==> config.mk <==
export PLATFORM = sky130hd
export DESIGN_NAME = abm_top
export DESIGN_NICKNAME = d
export VERILOG_FILES = /design/src/verilog/abm_pkg.sv /design/src/verilog/abm_top.sv /design/src/verilog/abm_meas_timer.sv /design/src/verilog/abm_debounce.sv
export VERILOG_INCLUDE_DIRS = /design/src /design/src/verilog
export SDC_FILE = /design/constraint.sdc
export NUM_CORES = 1
export LEC_CHECK = 0
export ABC_CLOCK_PERIOD_IN_PS = 11400
export CAP_MARGIN = 20
export CORE_AREA = 5 5 121 123
export CTS_CLUSTER_DIAMETER = 80
export CTS_CLUSTER_SIZE = 12
export DETAILED_ROUTE_END_ITERATION = 6
export DIE_AREA = 0 0 126 128
export DONT_BUFFER_PORTS = 1
export GPL_ROUTABILITY_DRIVEN = 0
export PLACE_DENSITY_LB_ADDON = 0.05
export SETUP_SLACK_MARGIN = 0.3
export SLEW_MARGIN = 0
export SYNTH_ARGS = -nofsm -noshare
export SYNTH_HDL_FRONTEND = slang
export SYNTH_SLANG_ARGS = --single-unit
==> constraint.sdc <==
create_clock -name clk_i -period 11.4 [get_ports clk_i]
set_clock_uncertainty 0.2 [all_clocks]
set_input_delay 0.57 -clock clk_i [delete_from_list [all_inputs] [get_ports clk_i]]
set_output_delay 0.57 -clock clk_i [all_outputs]
set_load 0.02 [all_outputs]
==> src/verilog/abm_defines.svh <==
`ifndef ABM_DEFINES_SVH
`define ABM_DEFINES_SVH

// Register offsets, 7-bit address space
`define ABM_OFF_STATUS1 7'h03
`define ABM_OFF_STATUS2 7'h04
`define ABM_OFF_IRQ_EN2 7'h06
`define ABM_OFF_OPMODE1 7'h07
`define ABM_OFF_ADC_CFG 7'h0f
`define ABM_OFF_ADC_OFFS 7'h10
`define ABM_OFF_ADC_VALUE 7'h11
`define ABM_OFF_TS_CTRL 7'h12
`define ABM_OFF_TV_OFFS 7'h13
`define ABM_OFF_BAT_THRESH 7'h1a
`define ABM_OFF_BAT_LEVEL 7'h1b

// Field positions
`define ABM_BIT_MON_IRQ_EN 2
`define ABM_BIT_MON_STATUS 2
`define ABM_BIT_MON_EN 6

// Reset values
`define ABM_RST_TS_CTRL 8'h20
`define ABM_RST_TV_OFFS 8'h00
`define ABM_RST_BAT_THRESH 5'h14
`define ABM_RST_ADC_CFG 7'h00
`define ABM_RST_ADC_OFFS 4'h0

// Amplifier gain steps, numerator over a fixed 13
`define ABM_GAIN_DEN 8'h0d
`define ABM_GAIN_STEP_REF0 8'h16
`define ABM_GAIN_STEP_REF1 8'h21
// Differential span in tenths of a percent of supply
`define ABM_SPAN_G0 8'ha7
`define ABM_SPAN_G1 8'h54
`define ABM_SPAN_G2 8'h38
`define ABM_SPAN_G3 8'h2a
// Coarse offset step in hundredths of a percent of supply
`define ABM_OFFS_STEP_X100 8'h0c
// Temperature sensor input select code
`define ABM_SEL_TEMP 3'h0
// Temperature step in thousandths of a degree, low end in degrees
`define ABM_TS_LSB_HALF 11'h1f4
`define ABM_TS_LSB_ONE 11'h3e8
`define ABM_TS_LSB_KELVIN 11'h535
`define ABM_TS_LOW_M64 9'h1c0
`define ABM_TS_LOW_M40 9'h1d8
`define ABM_TS_LOW_ZERO 9'h000

// Battery measurement timing
`define ABM_CLK_HZ 10000000
`define ABM_RC_HZ 32768
`define ABM_PERIOD_MS 1000
`define ABM_WINDOW_US 250
`define ABM_PERIOD_CYC (`ABM_PERIOD_MS * (`ABM_CLK_HZ / 1000))
`define ABM_WINDOW_CYC (`ABM_WINDOW_US * (`ABM_CLK_HZ / 1000000))
`define ABM_PERIOD_TICKS (`ABM_PERIOD_MS * `ABM_RC_HZ / 1000)
`define ABM_WINDOW_TICKS (`ABM_WINDOW_US * `ABM_RC_HZ / 1000000)
// Readings below threshold needed before an event
`define ABM_LOW_COUNT 3'h4

`endif

==> src/verilog/abm_pkg.sv <==
package abm_pkg;

  // Converter configuration fields
  typedef struct packed {
    logic [2:0] sel;
    logic [1:0] refsel;
    logic [1:0] gain;
  } abm_adc_cfg_t;

  // Temperature sensor control fields
  typedef struct packed {
    logic [1:0] range;
    logic offs_en;
    logic trim_en;
    logic [3:0] trim;
  } abm_ts_ctrl_t;

  // Settings driven into the analog front end
  typedef struct packed {
    logic [7:0] gain_num;
    logic [7:0] span_x10;
    logic [3:0] offs_steps;
    logic ts_en;
    logic ts_valid;
    logic ts_fahrenheit;
    logic ts_absolute;
    logic [10:0] ts_lsb_milli;
    logic [8:0] ts_low;
    logic vbg_trim_en;
    logic [3:0] vbg_trim;
  } abm_analog_t;

  typedef enum logic [1:0] {
    ABM_SPI_IDLE,
    ABM_SPI_ADDR,
    ABM_SPI_DATA
  } abm_spi_state_t;

endpackage : abm_pkg

==> src/verilog/abm_top.sv <==
`timescale 1ns/1ps
`default_nettype none
`include "abm_defines.svh"

// Overview of operation
// Gain numerator from gain code and reference
// Span per gain code, reference independent
// Coarse offset signed from offset field
// Host picks supply reference by voltage
// Sensor on when selected or tested
// Host temperature read sequence
// Offset enabled ranges and steps
// Offset disabled range 10 is kelvin
// Host converts code times step plus low
// Temperature control resets to 20h
// Trim applied when trim enable set
// Monitor runs only when enable set
// Five-bit threshold, reset 14h
// Level register, five bits, top zero
// Level code is 1.7 V plus 50 mV
// Measure once per second for 250 us
// Four low readings before an event
// Interrupt pin only when enabled
// Host reads both status registers
// Oscillator started when monitor enabled asleep
// Low run restarts on high reading
module abm_top
  import abm_pkg::*;
#(
  parameter int PERIOD_CYC = `ABM_PERIOD_CYC,
  parameter int PERIOD_TICKS = `ABM_PERIOD_TICKS
) (
  // Clock and reset
  input wire logic clk_i,
  input wire logic rst_i,
  // Serial register port
  input wire logic spi_sck_i,
  input wire logic spi_sdi_i,
  input wire logic spi_sel_n_i,
  output logic spi_sdo_o,
  // Interrupt to the host
  output logic irq_out_n_o,
  // Module state and analog side
  input wire logic sleep_i,
  input wire logic rc_tick_i,
  input wire logic atest_temp_i,
  input wire logic [7:0] adc_value_i,
  input wire logic [4:0] vbat_code_i,
  // Front end controls
  output abm_analog_t analog_o,
  output logic [7:0] tv_offs_o,
  output logic rc_en_o,
  output logic meas_en_o
);

  // Register state
  abm_adc_cfg_t adc_cfg_q, adc_cfg_d;
  logic [3:0] adc_offs_q, adc_offs_d;
  abm_ts_ctrl_t ts_ctrl_q, ts_ctrl_d;
  logic [7:0] tv_offs_q, tv_offs_d;
  logic [4:0] thresh_q, thresh_d;
  logic [4:0] level_q, level_d;
  logic mon_en_q, mon_en_d;
  logic mon_ie_q, mon_ie_d;
  logic mon_flag_q, mon_flag_d;
  abm_analog_t analog_q, analog_d;

  // Serial port state
  abm_spi_state_t spi_st_q, spi_st_d;
  logic sck_q, sck_d;
  logic [3:0] bit_q, bit_d;
  logic [7:0] sh_q, sh_d;
  logic [6:0] addr_q, addr_d;
  logic wr_q, wr_d;
  logic [7:0] tx_q, tx_d;

  logic sck_rise;
  logic sck_fall;
  logic [7:0] sh_in;
  logic wr_stb;
  logic rd_stb;
  logic [6:0] rd_addr;
  logic sample;
  logic low_event;

  // Read data for one address; unmapped and reserved bits read zero
  function automatic logic [7:0] reg_read(input logic [6:0] a);
    logic [7:0] v;
    v = 8'h00;
    case (a)
      `ABM_OFF_STATUS2: v[`ABM_BIT_MON_STATUS] = mon_flag_q;
      `ABM_OFF_IRQ_EN2: v[`ABM_BIT_MON_IRQ_EN] = mon_ie_q;
      `ABM_OFF_OPMODE1: v[`ABM_BIT_MON_EN] = mon_en_q;
      `ABM_OFF_ADC_CFG: v = {1'b0, adc_cfg_q};
      `ABM_OFF_ADC_OFFS: v = {4'h0, adc_offs_q};
      `ABM_OFF_ADC_VALUE: v = adc_value_i;
      `ABM_OFF_TS_CTRL: v = ts_ctrl_q;
      `ABM_OFF_TV_OFFS: v = tv_offs_q;
      `ABM_OFF_BAT_THRESH: v = {3'h0, thresh_q};
      `ABM_OFF_BAT_LEVEL: v = {3'h0, level_q};
      default: v = 8'h00;
    endcase
    return v;
  endfunction

  // Pins are synchronous, so the previous clock level gives the edges
  assign sck_rise = !spi_sel_n_i && spi_sck_i && !sck_q;
  assign sck_fall = !spi_sel_n_i && !spi_sck_i && sck_q;
  assign sh_in = {sh_q[6:0], spi_sdi_i};

  // Frame: write flag and address, then one data byte, MSB first
  always_comb begin
    spi_st_d = spi_st_q;
    sck_d = spi_sck_i;
    bit_d = bit_q;
    sh_d = sh_q;
    addr_d = addr_q;
    wr_d = wr_q;
    tx_d = tx_q;
    wr_stb = 1'b0;
    rd_stb = 1'b0;
    rd_addr = sh_in[6:0];
    case (spi_st_q)
      ABM_SPI_IDLE: begin
        bit_d = 4'h0;
        if (!spi_sel_n_i) begin
          spi_st_d = ABM_SPI_ADDR;
        end
      end
      ABM_SPI_ADDR: begin
        if (sck_rise) begin
          sh_d = sh_in;
          bit_d = bit_q + 4'h1;
          if (bit_q == 4'h7) begin
            wr_d = sh_in[7];
            addr_d = sh_in[6:0];
            bit_d = 4'h0;
            spi_st_d = ABM_SPI_DATA;
            if (!sh_in[7]) begin
              rd_stb = 1'b1;
              tx_d = reg_read(sh_in[6:0]);
            end
          end
        end
      end
      ABM_SPI_DATA: begin
        if (sck_rise) begin
          sh_d = sh_in;
          bit_d = bit_q + 4'h1;
          if (bit_q == 4'h7) begin
            wr_stb = wr_q;
            spi_st_d = ABM_SPI_IDLE; // End of the data byte; a select held low starts a new command byte
          end
        end else if (sck_fall && (bit_q != 4'h0)) begin
          tx_d = {tx_q[6:0], 1'b0};
        end
      end
      default: spi_st_d = ABM_SPI_IDLE;
    endcase
    if (spi_sel_n_i) begin
      spi_st_d = ABM_SPI_IDLE;
      tx_d = 8'h00;
    end
  end

  always_ff @(posedge clk_i or posedge rst_i) begin
    if (rst_i) begin
      spi_st_q <= ABM_SPI_IDLE;
      sck_q <= 1'b0;
      bit_q <= 4'h0;
      sh_q <= 8'h00;
      addr_q <= 7'h00;
      wr_q <= 1'b0;
      tx_q <= 8'h00;
    end else begin
      spi_st_q <= spi_st_d;
      sck_q <= sck_d;
      bit_q <= bit_d;
      sh_q <= sh_d;
      addr_q <= addr_d;
      wr_q <= wr_d;
      tx_q <= tx_d;
    end
  end

  assign spi_sdo_o = tx_q[7];

  // Register writes, level capture and the sticky low battery flag
  always_comb begin
    adc_cfg_d = adc_cfg_q;
    adc_offs_d = adc_offs_q;
    ts_ctrl_d = ts_ctrl_q;
    tv_offs_d = tv_offs_q;
    thresh_d = thresh_q;
    level_d = level_q;
    mon_en_d = mon_en_q;
    mon_ie_d = mon_ie_q;
    mon_flag_d = mon_flag_q;
    if (wr_stb) begin
      case (addr_q)
        `ABM_OFF_IRQ_EN2: mon_ie_d = sh_d[`ABM_BIT_MON_IRQ_EN];
        `ABM_OFF_OPMODE1: mon_en_d = sh_d[`ABM_BIT_MON_EN];
        `ABM_OFF_ADC_CFG: adc_cfg_d = sh_d[6:0]; // Start bit handled elsewhere
        `ABM_OFF_ADC_OFFS: adc_offs_d = sh_d[3:0];
        `ABM_OFF_TS_CTRL: ts_ctrl_d = sh_d;
        `ABM_OFF_TV_OFFS: tv_offs_d = sh_d;
        `ABM_OFF_BAT_THRESH: thresh_d = sh_d[4:0];
        default: ;
      endcase
    end
    // Code is the converter's own 1.7 V plus 50 mV steps, kept as is
    if (sample) begin
      level_d = vbat_code_i;
    end
    // Reading status clears the flag, but a same-cycle event wins
    if (rd_stb && (rd_addr == `ABM_OFF_STATUS2)) begin
      mon_flag_d = 1'b0;
    end
    if (low_event) begin
      mon_flag_d = 1'b1;
    end
  end

  always_ff @(posedge clk_i or posedge rst_i) begin
    if (rst_i) begin
      adc_cfg_q <= `ABM_RST_ADC_CFG;
      adc_offs_q <= `ABM_RST_ADC_OFFS;
      ts_ctrl_q <= `ABM_RST_TS_CTRL;
      tv_offs_q <= `ABM_RST_TV_OFFS;
      thresh_q <= `ABM_RST_BAT_THRESH;
      level_q <= 5'h00;
      mon_en_q <= 1'b0;
      mon_ie_q <= 1'b0;
      mon_flag_q <= 1'b0;
    end else begin
      adc_cfg_q <= adc_cfg_d;
      adc_offs_q <= adc_offs_d;
      ts_ctrl_q <= ts_ctrl_d;
      tv_offs_q <= tv_offs_d;
      thresh_q <= thresh_d;
      level_q <= level_d;
      mon_en_q <= mon_en_d;
      mon_ie_q <= mon_ie_d;
      mon_flag_q <= mon_flag_d;
    end
  end

  // Front end settings; registered so the analog side sees clean levels
  always_comb begin
    logic [7:0] step;
    step = adc_cfg_q.refsel[0] ? `ABM_GAIN_STEP_REF1 : `ABM_GAIN_STEP_REF0;
    analog_d = '0;
    analog_d.gain_num = 8'(step * (8'(adc_cfg_q.gain) + 8'h01));
    case (adc_cfg_q.gain) // Gain tracks the reference, so span does not
      2'h0: analog_d.span_x10 = `ABM_SPAN_G0;
      2'h1: analog_d.span_x10 = `ABM_SPAN_G1;
      2'h2: analog_d.span_x10 = `ABM_SPAN_G2;
      default: analog_d.span_x10 = `ABM_SPAN_G3;
    endcase
    // Negative case -(8 - low) is exactly low - 8 in four-bit two's complement
    if (adc_offs_q[3]) begin
      analog_d.offs_steps = {1'b0, adc_offs_q[2:0]};
    end else if (adc_offs_q[2:0] != 3'h0) begin
      analog_d.offs_steps = {1'b1, adc_offs_q[2:0]};
    end else begin
      analog_d.offs_steps = 4'h0;
    end
    analog_d.ts_en = (adc_cfg_q.sel == `ABM_SEL_TEMP) || atest_temp_i;
    analog_d.ts_valid = 1'b1;
    if (ts_ctrl_q.offs_en) begin
      case (ts_ctrl_q.range)
        2'h0: begin
          analog_d.ts_lsb_milli = `ABM_TS_LSB_HALF;
          analog_d.ts_low = `ABM_TS_LOW_M64;
        end
        2'h1: begin
          analog_d.ts_lsb_milli = `ABM_TS_LSB_ONE;
          analog_d.ts_low = `ABM_TS_LOW_M64;
        end
        2'h2: begin
          analog_d.ts_lsb_milli = `ABM_TS_LSB_HALF;
          analog_d.ts_low = `ABM_TS_LOW_ZERO;
        end
        default: begin
          analog_d.ts_lsb_milli = `ABM_TS_LSB_ONE;
          analog_d.ts_low = `ABM_TS_LOW_M40;
          analog_d.ts_fahrenheit = 1'b1;
        end
      endcase
    end else if (ts_ctrl_q.range == 2'h2) begin
      analog_d.ts_absolute = 1'b1;
      analog_d.ts_lsb_milli = `ABM_TS_LSB_KELVIN;
      analog_d.ts_low = `ABM_TS_LOW_ZERO;
    end else begin
      analog_d.ts_valid = 1'b0; // No defined scale without the offset
    end
    analog_d.vbg_trim_en = ts_ctrl_q.trim_en;
    analog_d.vbg_trim = ts_ctrl_q.trim_en ? ts_ctrl_q.trim : 4'h0;
  end

  always_ff @(posedge clk_i or posedge rst_i) begin
    if (rst_i) begin
      analog_q <= '0;
    end else begin
      analog_q <= analog_d;
    end
  end

  assign analog_o = analog_q;
  assign tv_offs_o = tv_offs_q;

  // Periodic measurement window, only while the monitor is enabled
  abm_meas_timer #(
    .PERIOD_CYC(PERIOD_CYC),
    .PERIOD_TICKS(PERIOD_TICKS)
  ) u_timer (
    .clk_i(clk_i),
    .rst_i(rst_i),
    .enable_i(mon_en_q),
    .sleep_i(sleep_i),
    .rc_tick_i(rc_tick_i),
    .rc_en_o(rc_en_o),
    .meas_en_o(meas_en_o),
    .sample_o(sample)
  );

  // Run-length filter on readings below threshold
  abm_debounce u_debounce (
    .clk_i(clk_i),
    .rst_i(rst_i),
    .enable_i(mon_en_q),
    .sample_i(sample),
    .below_i(vbat_code_i < thresh_q),
    .event_o(low_event)
  );

  // Pin pulled low while the flag stands and its enable is set
  assign irq_out_n_o = !(mon_flag_q && mon_ie_q);

endmodule // abm_top

`default_nettype wire

==> src/verilog/abm_meas_timer.sv <==
`timescale 1ns/1ps
`default_nettype none
`include "abm_defines.svh"

module abm_meas_timer
  import abm_pkg::*;
#(
  parameter int PERIOD_CYC = `ABM_PERIOD_CYC,
  parameter int PERIOD_TICKS = `ABM_PERIOD_TICKS
) (
  // Clock and reset
  input wire logic clk_i,
  input wire logic rst_i,
  // Control
  input wire logic enable_i,
  input wire logic sleep_i,
  input wire logic rc_tick_i,
  // Measurement timing
  output logic rc_en_o,
  output logic meas_en_o,
  output logic sample_o
);

  localparam int WINDOW_CYC = `ABM_WINDOW_CYC;
  localparam int WINDOW_TICKS = `ABM_WINDOW_TICKS;

  logic [23:0] cnt_q, cnt_d;
  logic sleep_q, sleep_d;
  logic unit;
  logic [23:0] last;
  logic [23:0] win;

  // Asleep the count runs on oscillator ticks, awake on the main clock
  always_comb begin
    sleep_d = sleep_i;
    unit = sleep_i ? rc_tick_i : 1'b1;
    last = sleep_i ? 24'(PERIOD_TICKS - 1) : 24'(PERIOD_CYC - 1);
    win = sleep_i ? 24'(WINDOW_TICKS) : 24'(WINDOW_CYC);
    cnt_d = cnt_q;
    if (!enable_i || (sleep_i != sleep_q)) begin
      cnt_d = 24'h000000; // Restart so the two time bases never mix
    end else if (unit) begin
      cnt_d = (cnt_q == last) ? 24'h000000 : cnt_q + 24'h000001;
    end
  end

  always_ff @(posedge clk_i or posedge rst_i) begin
    if (rst_i) begin
      cnt_q <= 24'h000000;
      sleep_q <= 1'b0;
    end else begin
      cnt_q <= cnt_d;
      sleep_q <= sleep_d;
    end
  end

  // Window opens at each period start, reading taken at its last unit
  assign meas_en_o = enable_i && (cnt_q < win);
  assign sample_o = meas_en_o && unit && (cnt_q == win - 24'h000001) && (sleep_i == sleep_q);
  assign rc_en_o = enable_i && sleep_i;

endmodule // abm_meas_timer

`default_nettype wire

==> src/verilog/abm_debounce.sv <==
`timescale 1ns/1ps
`default_nettype none
`include "abm_defines.svh"

module abm_debounce
  import abm_pkg::*;
(
  // Clock and reset
  input wire logic clk_i,
  input wire logic rst_i,
  // Readings
  input wire logic enable_i,
  input wire logic sample_i,
  input wire logic below_i,
  // Event
  output logic event_o
);

  logic [2:0] cnt_q, cnt_d;

  // Saturating run length of low readings, one event per low episode
  always_comb begin
    cnt_d = cnt_q;
    event_o = 1'b0;
    if (!enable_i) begin
      cnt_d = 3'h0;
    end else if (sample_i) begin
      if (!below_i) begin
        cnt_d = 3'h0;
      end else if (cnt_q != `ABM_LOW_COUNT) begin
        cnt_d = cnt_q + 3'h1;
        event_o = (cnt_d == `ABM_LOW_COUNT);
      end
    end
  end

  always_ff @(posedge clk_i or posedge rst_i) begin
    if (rst_i) begin
      cnt_q <= 3'h0;
    end else begin
      cnt_q <= cnt_d;
    end
  end

endmodule // abm_debounce

`default_nettype wire

==> results.toml <==
[routing]
avgViaCountPerCell = 5.67
drt-initial-drc-count = 224
drt_wl_total_mm = 14.6
drtAntennaViolNets = 0
drcViolationCount = 0
wl_per_cell_um = 18.1
vias = 4590
first_pass_iters = 4

[logic_synthesis]
ys_async_sr_fraction_pct = 100
avgSynthCellArea_um2 = 10.8
synthMostInstantiatedCell = "dfrtp_1"
yosys-top-cells-area = "dfrtp_1 47%, mux2_2 8.1%, ha_1 6.4%, xnor2_1 2.8%, nor2_1 2.8%"
synth_cell_types = 68
yosys.area.top_type = "dfrtp_1"
synthTopCellsByCount = "128 x dfrtp_1, 50 x nor2_1, 49 x mux2_2"
yosysSeqAreaShare_pct = 48.1
synth_ff_type = "dfrtp_1"
synthCells = 631
synth_area_um2 = 6820
synth_enable_flop_cells = 0
ys_warn_count = 0
synth.top_cell.area_share_pct = 47.0
synth_seq_cells = 131

[run]
max-cap-violations = 0

[clock_network]
clock_sinks = 131
clk_latency_ps = 420
cts_hold_buf = 4
path_clk_slew_ps = 50
htreeDepth = 4
root_buffer = "clkbuf_16"
post_cts_buffers = 0
post_cts_resized = 0
cts_tree = "yes"
cts_inserted_buffers = 17
cts_buffer_depth = 2

[setup_path]
cp.required_ps = 10630
cp_cell_sequence = "or4_4 -> or2_1 -> nor4_2"
max_stage_delay_ps = 700
critPathKind = "flop to output port"
crit_arrival_ps = 2430
cp_max_fo = 8
cp-end-kind = "output port"
worstSetupStartpointType = "flop"
critical-path-slowest-cell = "nor4_2"

[layout]
fin_util_pct = 55.5
drive_above_1_share_pct = 16.0
n_antenna_cell = 0
final_nets = 674
area.growth.synth_to_final_pct = 10.4

[die]
start_util_pct = 50.3
core_area_um2 = 13600
row_count = 43
dieArea_um2 = 16100
die_h_um = 128
die_w_um = 126
io_pins = 82

[sta]
min_period_ps = 3200
hold_viol_final = 0
finalSetupViolCount = 0
max_freq_ghz = 0.313
worst-slew-pin-transition_ps = 964
final.period_utilization_pct = 28.1
drv_slew = 0
slew_headroom_pct = 35.7
finalSetupTns_ps = 0
rsz0062_at_grt = "no"

[global_route]
gr-total-overflow = 0
track_usage_pct = 19.0
grt_max_degree = 77
grt_pass1_vias = 4646
grt_pass1_wl_mm = 24.2
grt_antenna_before_repair = 0

[placed_design]
dpl.hpwl_mm = 10.4
io_buffers = 0

[worst_hold_path]
hold_path_class = "input port to flop"

[pwr]
intPower_mw = 0.896
power_density_nw_per_um2 = 155
power_leakage_nw = 3.35
vdd_ir_drop_max_uv = 95.0
netSwitchingFraction_pct = 23.1
p_sw_mw = 0.270
pwr-share-clk_pct = 51.2
comb_power_share_pct = 6.7
power_frac_seq_pct = 42.1

[run_status]
status = "complete, no violations"
-- registers in the layout, summed over array words and instances, names as in the netlist --
| register | cells |
|---|---|
| mon_en_q | 1 |
| adc_cfg_q | 7 |
| spi_st_q | 2 |
| adc_offs_q | 4 |
| addr_q | 7 |
| bit_q | 4 |
| mon_ie_q | 1 |
| sh_q | 8 |
| analog_o | 32 |
| wr_q | 1 |
| analog_d | 1 |
| ts_ctrl_q | 7 |
| u_timer.sleep_q | 1 |
| tv_offs_o | 8 |
| u_timer.cnt_q | 24 |
| u_debounce.cnt_q | 3 |
| level_q | 5 |
| mon_flag_q | 1 |
| tx_q | 8 |
| thresh_q | 5 |
| sck_q | 1 |
-- cell type report --
class | count | area, um2
timing repair buffer | 6 | 55.1
tap | 180 | 225
fill | 1173 | 6030
sequential | 131 | 3280
clock buffer | 20 | 447
clock inverter | 12 | 204
inverter | 38 | 148
multi-input combinational | 423 | 3160
-- worst max-delay path: cells and delay by family, from the launching register on --
kind / cells / cell delay, ps
DFF: 1 / 460
and+or+nand+nor: 3 / 1550
-- logic make-up (layout without fill, tap and decap cells) --
group,count (synthesis),in the layout,synth area share [%]
AND/OR/NAND/NOR,204,204,16.9
adder cells (fa/ha/maj),36,36,6.72
multiplexers,63,63,10.7
flip-flops,131,131,48.1
XOR/XNOR,28,28,3.60
AO/OA/AOI/OAI,86,86,8.17
other,1,6,0.0550
buffers and inverters,82,76,5.71
-- per-layer routing --
metal | vias up | track usage (%) | part of all wire (%)
met5 | - | 0 | 0
met1 | 2312 | 25.5 | 47
met2 | 82 | 29.5 | 48
met3 | 14 | 4.75 | 3.5
met4 | 0 | 7.89 | 1.6
li1 | 2182 | - | -
-- cell usage in the layout, fill, tap and decap left out, types with 11 or more instances in the layout --
master and count:
inv_1 37, nand4_1 14, clkbuf_16 17, mux2_2 49
xnor2_1 22, nor2_1 50, ha_1 35, nand3_1 19
nor4_1 11, mux2i_1 11, o21ai_0 27, dfrtp_1 128
nor3_1 12, a21oi_1 17, nand2_1 31
-- worst paths after layout --
check | start | slack [ps] | cells after the start | endpoint
worst min-delay path | atest_temp_i | 70 | 1 | analog_o[28]
max in group asynchronous | rst_i | 9150 | 3 | sh_q[0]
worst min register to register | adc_offs_q[0] | 220 | 0 | analog_o[29]
worst max register to register | spi_st_q[0] | 8470 | 6 | tv_offs_o[0]
worst max-delay path | u_timer.cnt_q[17] | 8200 | 3 | meas_en_o
min in group asynchronous | rst_i | 500 | 2 | u_timer.cnt_q[17]
-- through the flow --
stage	power, mW	cells	setup WS, ps	hold WS (ps)	cell area [um2]
3_5_place_dp	0.577	774	8470	212	6830
3_3_place_gp	0.577	774	8580	211	6830
4_1_cts	1.18	810	8180	45.9	7520
2_1_floorplan	0.557	636	7140	215	6840
5_1_grt	1.21	810	8090	45.2	7520
6_report	1.17	810	8200	68.3	7520
-- power by group through the flow --
stage	sequential, mW	clock, mW	combinational [mW]
floorplan	0.486	0	0.0713
global placement	0.499	0	0.0779
detailed placement	0.499	0	0.0773
CTS	0.491	0.610	0.0791
global route	0.492	0.631	0.0887
finish	0.491	0.597	0.0783
No activity file was read; power rests on OpenSTA's default activity.
